===== config.mk =====
export PLATFORM = sky130hd
export DESIGN_NAME = itw_top
export DESIGN_NICKNAME = d
export VERILOG_FILES = /design/src/common/itw_pkg.sv /design/src/logic/itw_top.sv
export VERILOG_INCLUDE_DIRS = /design/src /design/src/common
export SDC_FILE = /design/constraint.sdc
export NUM_CORES = 1
export LEC_CHECK = 0
export BUFFER_PORTS_ARGS = -buffer_cell sky130_fd_sc_hd__buf_2
export CORE_MARGIN = 2
export CORE_UTILIZATION = 54
export DETAILED_ROUTE_END_ITERATION = 10
export PLACE_DENSITY_LB_ADDON = 0.1
export RECOVER_POWER = 50
export SETUP_SLACK_MARGIN = 0.2
export SLEW_MARGIN = 30
export SYNTH_ARGS = -nofsm -noshare
export SYNTH_HDL_FRONTEND = slang
export SYNTH_SLANG_ARGS = --single-unit

===== constraint.sdc =====
create_clock -name clk_sys -period 3.3 [get_ports clk_sys]
set_input_delay 0.99 -clock clk_sys [delete_from_list [all_inputs] [get_ports clk_sys]]
set_output_delay 0.99 -clock clk_sys [all_outputs]
set_load 0.005 [all_outputs]

===== src/common/itw_defs.svh =====
// Register offsets, field positions, reset values and counts of the interrupt/timer block
`ifndef ITW_DEFS_SVH
`define ITW_DEFS_SVH

`define ITW_OFF_CTRL 12'h000
`define ITW_OFF_WAKE_REF 12'h004
`define ITW_OFF_NMI_EN 12'h008
`define ITW_OFF_IRQ_EN 12'h00C
`define ITW_OFF_NMI_PEND 12'h010
`define ITW_OFF_IRQ_PEND 12'h014
`define ITW_OFF_SERVICE 12'h018
`define ITW_OFF_TMR_CFG0 12'h020
`define ITW_OFF_TMR_DATA0 12'h024
`define ITW_TMR_STRIDE 12'h008

`define ITW_CTRL_KEY_EN 0
`define ITW_CTRL_EXT_RISE 1
`define ITW_CTRL_CARRIER_EN 2
`define ITW_CTRL_SLEEP 3

`define ITW_SVC_END_NMI 0
`define ITW_SVC_END_IRQ 1

`define ITW_NMI_COUNT 6
`define ITW_IRQ_COUNT 10
`define ITW_TMR_COUNT 3

`define ITW_NMI_TMR0 0
`define ITW_NMI_DIV 3
`define ITW_NMI_KEY 4
`define ITW_EXTERNAL_NONMASKABLE_REQ 5

`define ITW_IRQ_TMR0 0
`define ITW_IRQ_DIV_SHORT 3
`define ITW_IRQ_DIV_MEDIUM 4
`define ITW_IRQ_DIV_LONG 5
`define ITW_IRQ_DIV_LONGEST 6
`define ITW_IRQ_KEY 7
`define ITW_EXTERNAL_MASKABLE_REQ 8
`define ITW_IRQ_SOUND 9

`define ITW_DIV_SHORT_BITS 10
`define ITW_DIV_MEDIUM_BITS 12
`define ITW_DIV_LONG_BITS 18
`define ITW_DIV_LONGEST_BITS 21

`define ITW_SEL_GATED 3'h2
`define ITW_SEL_FREE 3'h3
`define ITW_TMR_MAX 12'hFFF

`define ITW_RST_WORD 32'h0000_0000
`define ITW_RST_SEL 3'h0
`define ITW_RST_LEVEL 4'h0

`endif


===== src/common/itw_pkg.sv =====
// Types shared by the interrupt, timer and wake-up block
package itw_pkg;

    typedef struct packed {
        logic [2:0] sel;
        logic [11:0] preload;
        logic [11:0] count;
    } itw_timer_s;

    typedef struct packed {
        logic [31:0] prdata;
        logic pready;
        logic pslverr;
        logic key_en;
        logic ext_rise;
        logic carrier_en;
        logic [7:0] wake_ref;
        logic [5:0] nmi_en;
        logic [9:0] irq_en;
        logic [5:0] nmi_pend;
        logic [9:0] irq_pend;
        logic nmi_act;
        logic [9:0] irq_isr;
        logic nmi_out;
        logic irq_out;
        logic [3:0] irq_level;
        logic sleep;
        logic [20:0] div;
        itw_timer_s [2:0] tmr;
        logic carrier;
        logic sample_tick;
        logic [7:0] wake_s1;
        logic [7:0] wake_s2;
        logic ext_s1;
        logic ext_s2;
        logic ext_d;
    } itw_state_s;

endpackage : itw_pkg


===== src/logic/itw_top.sv =====
// Interrupt controller, three auto-reload timers and key/external wake-up
`timescale 1ns/1ps
`include "itw_defs.svh"

module itw_top
    import itw_pkg::*;
(
    input wire logic clk_sys,
    input wire logic rst_n,
    input wire logic psel,
    input wire logic penable,
    input wire logic pwrite,
    input wire logic [11:0] paddr,
    input wire logic [31:0] pwdata,
    output logic [31:0] prdata,
    output logic pready,
    output logic pslverr,
    input wire logic [7:0] wake_port,
    input wire logic external_event_pin,
    input wire logic sound_engine_maskable_req,
    input wire logic nmi_ack,
    input wire logic irq_ack,
    output logic nmi_out,
    output logic irq_out,
    output logic [3:0] irq_level,
    output logic sleep_out,
    output logic infrared_carrier_pin_o,
    output logic infrared_carrier_pin_oe,
    output logic sample_tick
);

    itw_state_s st;
    itw_state_s next_st;

    // Index of lowest set bit of a 10-bit mask, 10 when empty
    function automatic logic [3:0] itw_lowest(input logic [9:0] m);
        logic [3:0] idx;
        idx = 4'hA;
        for (int i = 9; i >= 0; i--) begin
            if (m[i]) begin
                idx = 4'(i);
            end
        end
        return idx;
    endfunction : itw_lowest

    function automatic logic itw_is_tmr(input logic [11:0] a,
                                        input logic [11:0] base,
                                        output logic [1:0] n);
        logic hit;
        hit = 1'b0;
        n = 2'd0;
        for (int i = 0; i < `ITW_TMR_COUNT; i++) begin
            if (a == base + 12'(i) * `ITW_TMR_STRIDE) begin
                hit = 1'b1;
                n = 2'(i);
            end
        end
        return hit;
    endfunction : itw_is_tmr

    always_comb begin
        logic acc;
        logic wr;
        logic rd_hit;
        logic [31:0] rdata;
        logic [1:0] tn;
        logic [5:0] nmi_set;
        logic [9:0] irq_set;
        logic [5:0] nmi_clr;
        logic [9:0] irq_clr;
        logic [2:0] ovf;
        logic key_diff;
        logic ext_edge;
        logic [3:0] irq_win;
        logic [3:0] isr_top;
        logic [9:0] irq_live;
        next_st = st;
        acc = psel & penable & st.pready;
        wr = acc & pwrite;
        rd_hit = 1'b1;
        rdata = 32'h0000_0000;
        tn = 2'd0;
        nmi_set = 6'h00;
        irq_set = 10'h000;
        nmi_clr = 6'h00;
        irq_clr = 10'h000;
        ovf = 3'h0;

        // Pins pass two flops; logic reads the second stage, and the edge detect also reads a third flop on the event pin
        next_st.wake_s1 = wake_port;
        next_st.wake_s2 = st.wake_s1;
        next_st.ext_s1 = external_event_pin;
        next_st.ext_s2 = st.ext_s1;
        next_st.ext_d = st.ext_s2;

        key_diff = st.key_en & (st.wake_s2 != st.wake_ref);
        ext_edge = st.ext_rise ? (st.ext_s2 & ~st.ext_d)
                               : (~st.ext_s2 & st.ext_d);

        next_st.div = st.div + 21'd1;

        // Timers, identical and independently selected
        for (int t = 0; t < `ITW_TMR_COUNT; t++) begin
            logic run;
            case (st.tmr[t].sel)
                `ITW_SEL_GATED: run = st.ext_s2;
                `ITW_SEL_FREE: run = 1'b1;
                default: run = 1'b0;
            endcase
            if (run) begin
                if (st.tmr[t].count == `ITW_TMR_MAX) begin
                    next_st.tmr[t].count = st.tmr[t].preload;
                    ovf[t] = 1'b1;
                end else begin
                    next_st.tmr[t].count = st.tmr[t].count + 12'd1;
                end
            end
        end

        // Source mapping for both classes
        nmi_set[`ITW_NMI_TMR0 +: 3] = ovf;
        nmi_set[`ITW_NMI_DIV] = &st.div[`ITW_DIV_SHORT_BITS-1:0];
        nmi_set[`ITW_NMI_KEY] = key_diff;
        nmi_set[`ITW_EXTERNAL_NONMASKABLE_REQ] = ext_edge;
        irq_set[`ITW_IRQ_TMR0 +: 3] = ovf;
        irq_set[`ITW_IRQ_DIV_SHORT] =
            &st.div[`ITW_DIV_SHORT_BITS-1:0];
        irq_set[`ITW_IRQ_DIV_MEDIUM] = &st.div[`ITW_DIV_MEDIUM_BITS-1:0];
        irq_set[`ITW_IRQ_DIV_LONG] = &st.div[`ITW_DIV_LONG_BITS-1:0];
        irq_set[`ITW_IRQ_DIV_LONGEST] = &st.div[`ITW_DIV_LONGEST_BITS-1:0];
        irq_set[`ITW_IRQ_KEY] = key_diff;
        irq_set[`ITW_EXTERNAL_MASKABLE_REQ] = ext_edge;
        irq_set[`ITW_IRQ_SOUND] = sound_engine_maskable_req;

        // Carrier toggles on each first-timer overflow
        if (ovf[0]) begin
            next_st.carrier = ~st.carrier;
        end
        next_st.sample_tick = ovf[0];

        // Register read mux, data captured as pready is raised
        case (paddr)
            `ITW_OFF_CTRL: begin
                rdata[`ITW_CTRL_KEY_EN] = st.key_en;
                rdata[`ITW_CTRL_EXT_RISE] = st.ext_rise;
                rdata[`ITW_CTRL_CARRIER_EN] = st.carrier_en;
                rdata[`ITW_CTRL_SLEEP] = st.sleep;
            end
            `ITW_OFF_WAKE_REF: rdata[7:0] = st.wake_ref;
            `ITW_OFF_NMI_EN: rdata[5:0] = st.nmi_en;
            `ITW_OFF_IRQ_EN: rdata[9:0] = st.irq_en;
            `ITW_OFF_NMI_PEND: rdata[5:0] = st.nmi_pend;
            `ITW_OFF_IRQ_PEND: rdata[9:0] = st.irq_pend;
            `ITW_OFF_SERVICE: rdata[10:0] = {st.nmi_act, st.irq_isr};
            default: begin
                if (itw_is_tmr(paddr, `ITW_OFF_TMR_CFG0, tn)) begin
                    rdata[2:0] = st.tmr[tn].sel;
                end else if (itw_is_tmr(paddr, `ITW_OFF_TMR_DATA0, tn)) begin
                    rdata[27:0] = {st.tmr[tn].preload, 4'h0,
                                   st.tmr[tn].count};
                end else begin
                    rd_hit = 1'b0;
                end
            end
        endcase

        // One wait state: pready rises in the second access cycle
        next_st.pready = psel & penable & ~st.pready;
        next_st.pslverr = psel & penable & ~st.pready & ~rd_hit;
        if (psel & penable & ~st.pready) begin
            next_st.prdata = rd_hit ? rdata : 32'h0000_0000;
        end

        if (wr) begin
            case (paddr)
                `ITW_OFF_CTRL: begin
                    next_st.key_en = pwdata[`ITW_CTRL_KEY_EN];
                    next_st.ext_rise = pwdata[`ITW_CTRL_EXT_RISE];
                    next_st.carrier_en = pwdata[`ITW_CTRL_CARRIER_EN];
                    if (pwdata[`ITW_CTRL_SLEEP]) begin
                        next_st.sleep = 1'b1;
                    end
                end
                `ITW_OFF_WAKE_REF: next_st.wake_ref = pwdata[7:0];
                `ITW_OFF_NMI_EN: next_st.nmi_en = pwdata[5:0];
                `ITW_OFF_IRQ_EN: next_st.irq_en = pwdata[9:0];
                `ITW_OFF_NMI_PEND: nmi_clr = pwdata[5:0];
                `ITW_OFF_IRQ_PEND: irq_clr = pwdata[9:0];
                `ITW_OFF_SERVICE: begin
                    if (pwdata[`ITW_SVC_END_NMI]) begin
                        next_st.nmi_act = 1'b0;
                    end
                    if (pwdata[`ITW_SVC_END_IRQ] &&
                        itw_lowest(st.irq_isr) != 4'hA) begin
                        next_st.irq_isr[itw_lowest(st.irq_isr)] = 1'b0;
                    end
                end
                default: begin
                    if (itw_is_tmr(paddr, `ITW_OFF_TMR_CFG0, tn)) begin
                        next_st.tmr[tn].sel = pwdata[2:0];
                    end else if (itw_is_tmr(paddr, `ITW_OFF_TMR_DATA0,
                                            tn)) begin
                        next_st.tmr[tn].preload = pwdata[11:0];
                        next_st.tmr[tn].count = pwdata[11:0];
                    end
                end
            endcase
        end

        // Write-one clears; a new event in the same cycle wins
        next_st.nmi_pend = (st.nmi_pend & ~nmi_clr) | nmi_set;
        next_st.irq_pend = (st.irq_pend & ~irq_clr) | irq_set;

        // Acknowledge marks the dispatched level in service
        if (nmi_ack & st.nmi_out) begin
            next_st.nmi_act = 1'b1;
        end
        if (irq_ack & st.irq_out) begin
            next_st.irq_isr[st.irq_level - 4'd1] = 1'b1;
        end

        // Priority: NMIs do not nest; IRQs nest only by higher priority
        irq_live = st.irq_pend & st.irq_en & ~next_st.irq_isr;
        irq_win = itw_lowest(irq_live);
        isr_top = itw_lowest(next_st.irq_isr);
        next_st.nmi_out = |(st.nmi_pend & st.nmi_en) &
                          ~next_st.nmi_act;
        next_st.irq_out = ~next_st.nmi_act & (irq_win < isr_top);
        next_st.irq_level = next_st.irq_out ? irq_win + 4'd1
                                            : `ITW_RST_LEVEL;

        // Carrier rests low while the pin is not enabled, so the pin
        // output can come straight from its flop
        if (!next_st.carrier_en) begin
            next_st.carrier = 1'b0;
        end

        // Wake on any enabled request or key mismatch
        if (st.sleep && (|(st.nmi_pend & st.nmi_en) ||
                         |(st.irq_pend & st.irq_en) || key_diff)) begin
            next_st.sleep = 1'b0;
        end
    end

    always_ff @(posedge clk_sys or negedge rst_n) begin
        if (!rst_n) begin
            st <= '0;
        end else begin
            st <= next_st;
        end
    end

    assign prdata = st.prdata;
    assign pready = st.pready;
    assign pslverr = st.pslverr;
    assign nmi_out = st.nmi_out;
    assign irq_out = st.irq_out;
    assign irq_level = st.irq_level;
    assign sleep_out = st.sleep;
    assign infrared_carrier_pin_o = st.carrier;
    assign infrared_carrier_pin_oe = st.carrier_en;
    assign sample_tick = st.sample_tick;

endmodule : itw_top


### After elaboration in Yosys (flattened, before gate mapping)

Index checks and enable logic that the tools add are counted.

* bits in registers: 218
* input port bits: 61
* output and inout port bits: 44

* add/subtract/negate cells: 6
* order comparisons: 11
* equal/unequal tests: 24
* mux-type cells: 131
* bitwise operators: 32
* reductions and logical operators: 29

Operators with widths (number)
* $bwmux 81: 3
* $demux 27 s2: 3
* $mux 81: 2
* $mux 4: 33
* $mux 66: 2
* $bmux 27 s2: 2
* $mux 12: 7
* $eq 12x6->1 const B: 6
* $mux 28: 2
* $mux 27: 2
* $mux 10: 5
* $mux 25: 2
* $mux 24: 2
* $and 10x10->10: 4
* $add 12x1->12 const B: 3
* $eq 12x12->1 const B: 3
* $eq 12x5->1 const B: 3
* $mux 1: 36
* $not 10->10: 3
* $pmux 4 s7: 1
* $eq 12x4->1 const B: 2
* $mux 2: 12
* $mux 11: 2
* $add 21x1->21 const B: 1
* 42 further kinds: 92

### Logic depth before layout (Yosys ltp)

* depth after elaboration: 43
* depth in mapped cells: 14
* gate-level depth less buffers: 13

### Worst setup path before layout

No wires, ideal clock.

* path type: input -> register
* from: input paddr[5]
* to: register st, in the netlist irq_level[3]
* arrival: 4052 ps
* required time: 3204 ps
* slack: -848 ps
* cell stages on the path: 12
* path buffers: 1
* cells stage by stage: or4b_1 > buf_2 > or3b_1 > a211o_1 > a211oi_2 > nand3_1 > and2_1 > a21boi_1 > ha_1 > a21o_1 > a211o_1 > nor4_2

RTL lines
* start: declaration: line itw_top.sv:13 `input wire logic [11:0] paddr,`
* end signal: assignment: line itw_top.sv:250 `st <= next_st;`
* end: declaration: line itw_top.sv:32 `itw_state_s st;`

==> out/summary.json <==
{
  "run_status": {
    "status": "complete, but fails checks",
    "violations_in_the_final_reports": "capacitance limit, slew limit, setup timing"
  },
  "floorplan": {
    "core-area_mm2": 0.0194,
    "fp.dieW_um": 144,
    "top_level_ports": 105,
    "die-area_mm2": 0.0208,
    "die_height_um": 144,
    "start_util": 0.548,
    "site_rows": 51
  },
  "routing": {
    "wire_length_after_detailed_routing_um": 31000,
    "drtPass1Iterations": 5,
    "drt_first_iter_violations": 903,
    "routed_wire_length_per_instance_um": 20.3,
    "remaining_drc_errors": 0,
    "vias": 9161,
    "antenna_violating_nets_post_route": 0,
    "avgViaCountPerCell": 6.01
  },
  "finish": {
    "layout-area-overhead-vs-synth_pct": 18.6,
    "final_cell_mix": "dfrtp_1 (210), nand2_1 (206), buf_4 (88), nor2_1 (76), buf_2 (73)",
    "drive_gt1_frac": 0.233,
    "n_fill_cell": 1689,
    "antenna-diode-count": 0,
    "final_common_cell": "dfrtp_1",
    "finalNonFillerCells": 1524,
    "fin_area_mm2": 0.0126,
    "register_area_mm2": 0.00526,
    "fin_nets": 1311,
    "multi_input_comb_area_mm2": 0.00505
  },
  "grt": {
    "grt_use_met3": 0.0570,
    "use_met1": 0.451,
    "global_route.usage.total": 0.302,
    "grt_pass1_vias": 8561,
    "busiest_layer": "met2",
    "grt_antenna_before_repair": 0,
    "grt_overflow_total": 0,
    "grt.met2_usage": 0.451,
    "grt_first_pass_wirelength_um": 47900,
    "largest_net_degree_at_the_start_of_global_routing": 64
  },
  "synthesis": {
    "netlist_instances": 1126,
    "synth_edf_count": 0,
    "async_reset_ff_frac": 1.00,
    "synth-seq-area-share": 0.494,
    "synthesis.area_per_instance_um2": 9.44,
    "syn_area_mm2": 0.0106,
    "ys_types": 66,
    "number_of_register_bits_inferred_by_synthesis": 210,
    "synth_flop_cell": "dfrtp_1",
    "yosysWarnings": 0
  },
  "worst_setup_path": {
    "cp.required_ns": 3.74,
    "crit_arrival_ns": 4.07,
    "worstSetupPathType": "input pin to register",
    "crit_family": "simple AND/OR/NAND/NOR gates",
    "endpoint_kind": "register",
    "cp_cell_sequence": "buf_6, or4b_4, or3b_4, a211o_1, buf_4, a211o_1, and2_4, nand2_1, a21oi_2, nor3_2, ha_1, and3_4, o31a_4, buf_4, nor3_2",
    "cp_slowest_stage_delay_ns": 0.54,
    "crit_path_start_kind": "input pin",
    "worst_path_max_delay_cell": "or4b_4",
    "cp_max_fo": 5,
    "cp.buffers_inverters": 3
  },
  "placed_design": {
    "placedInstanceArea_mm2": 0.0117,
    "dp.final_hpwl_um": 22200,
    "gpl.final_weighted_congestion": 0.917,
    "dp.cells": 1472,
    "placement.io_buffers": 76
  },
  "sta": {
    "worst_slack_ns": -0.330,
    "finalHoldViolCount": 0,
    "fmax_ghz": 0.275,
    "finalCritPeriodShare": 1.10,
    "setup_tns_ns": -1.42,
    "finalMaxSlewViolations": 61,
    "final-setup-viol-count": 5,
    "max_slew.worst_pin.slew_ns": 1.51,
    "rsz0062_at_grt": "yes",
    "timing.clock.skew_ns": 0.00818,
    "fin_hold_ws_ns": 0.343,
    "worst_slew_margin_rel": -0.00842,
    "finalWorstPathRequiredPeriod_ns": 3.63
  },
  "flow_run": {
    "drv.max_cap_violation_count": 1
  },
  "clock_network": {
    "clkLatencyLatePin_ns": 0.52,
    "clock_sink_count": 210,
    "tritoncts_clock_tree": "done",
    "cts_made_buffers": 24,
    "clk_transition_reported_paths_ns": 0.06,
    "cts_max_path_buffers": 3,
    "cts_root_buffer": "clkbuf_16",
    "htree_num_levels": 1
  },
  "pwr": {
    "irDropWorstVdd_mv": 0.369,
    "total_leakage_power_nw": 6.03,
    "power-per-cell-area_mw_per_mm2": 451
  },
  "hold_path": {
    "hp-class": "register to register"
  }
}
[state kept, by name, indices dropped and copies added, names as in the netlist, 4 cells and up]
name / cells
irq_level: 4
prdata: 24
next_st: 10
st: 164
[stage by stage]
stage / worst slack (ns) / total power [W] / util
global route: -0.480 / 0.00587 / 0.650
floorplan: -0.634 / 0.00286 / -
CTS: -0.321 / 0.00570 / 0.647
finish: -0.330 / 0.00568 / 0.650
global placement: -0.765 / 0.00305 / 0.601
detailed placement: -0.871 / 0.00306 / 0.601
[worst reg2reg max path: stages (launching register included)]
cell and delay (ns):
dfrtp_1 0.38, or4_1 0.56, or3b_4 0.42, a211o_1 0.27
buf_4 0.15, a211o_1 0.28, and2_4 0.19, nand2_1 0.07
a21oi_2 0.06, nor3_2 0.21, ha_1 0.27, and3_4 0.16
o31a_4 0.13, buf_4 0.15, nor3_2 0.13
[kinds of logic after synthesis]
group	count (synthesis)	synth area share
compound gates	262	0.163
mux	58	0.0602
xor+xnor	35	0.0288
buf+inv	101	0.0487
simple gates	451	0.195
flops	210	0.494
fa+ha+maj	8	0.00942
other cells	1	0.000353
[cell type report]
type	count	area share
clock inverter	5	0.00447
timing repair buffer	170	0.0899
clock buffer	38	0.0582
multi-input combinational	822	0.400
sequential	210	0.417
tap	265	0.0263
inverter	14	0.00417
[Yosys cell counts, types with 9 or more instances]
cell type  count  share of area
nor3_1        24          0.011
dfrtp_1      210           0.49
inv_1         14         0.0049
nand2_1      209          0.074
a21o_1        15          0.011
a22o_1        20          0.016
nor2_1        78          0.028
a31oi_1        9         0.0053
xor2_1        17          0.014
a21oi_1       73          0.034
xnor2_1       18          0.015
and3_1        21          0.012
clkbuf_1      45          0.016
mux2i_1       11          0.010
buf_4         36          0.025
o21ai_0       62          0.029
mux2_2        47          0.050
nor3b_1       15          0.011
a221oi_1      11         0.0091
nand4_1       11         0.0065
nand3_1       40          0.019
[worst paths after layout]
kind | from | end | slack, ns | cells after the start
setup / recovery | paddr[5] | irq_level[0]$_DFF_PN0_ | -0.33 | 15
hold / removal | next_st[10]$_DFF_PN0_ | st[10]$_DFF_PN0_ | 0.34 | 0
setup reg to reg | st[132]$_DFF_PN0_ | irq_level[0]$_DFF_PN0_ | -0.20 | 14
hold reg to reg | next_st[10]$_DFF_PN0_ | st[10]$_DFF_PN0_ | 0.34 | 0
max in group asynchronous | rst_n | st[29]$_DFF_PN0_ | 0.75 | 2
min in group asynchronous | rst_n | irq_level[0]$_DFF_PN0_ | 0.83 | 1
[metal layers]
layer / part of all wire / up-vias
met5: 0 / -
met4: 0.024 / 0
met3: 0.091 / 58
met2: 0.44 / 390
met1: 0.44 / 4509
li1: - / 4204
[what timing repair did]
item / in CTS / in global routing
hold buffers: 0 / 0
buffers inserted: 7 / 2
resized for setup: 7 / 15
setup endpoints to repair: 5 / 5
pin swaps: 7 / 9
[power by group]
group	internal, W	total [W]	switching [W]
clock network	0.00160	0.00265	0.00104
logic	0.000146	0.000388	0.000242
registers	0.00262	0.00265	0.0000320
(Power assumes the default switching activity.)
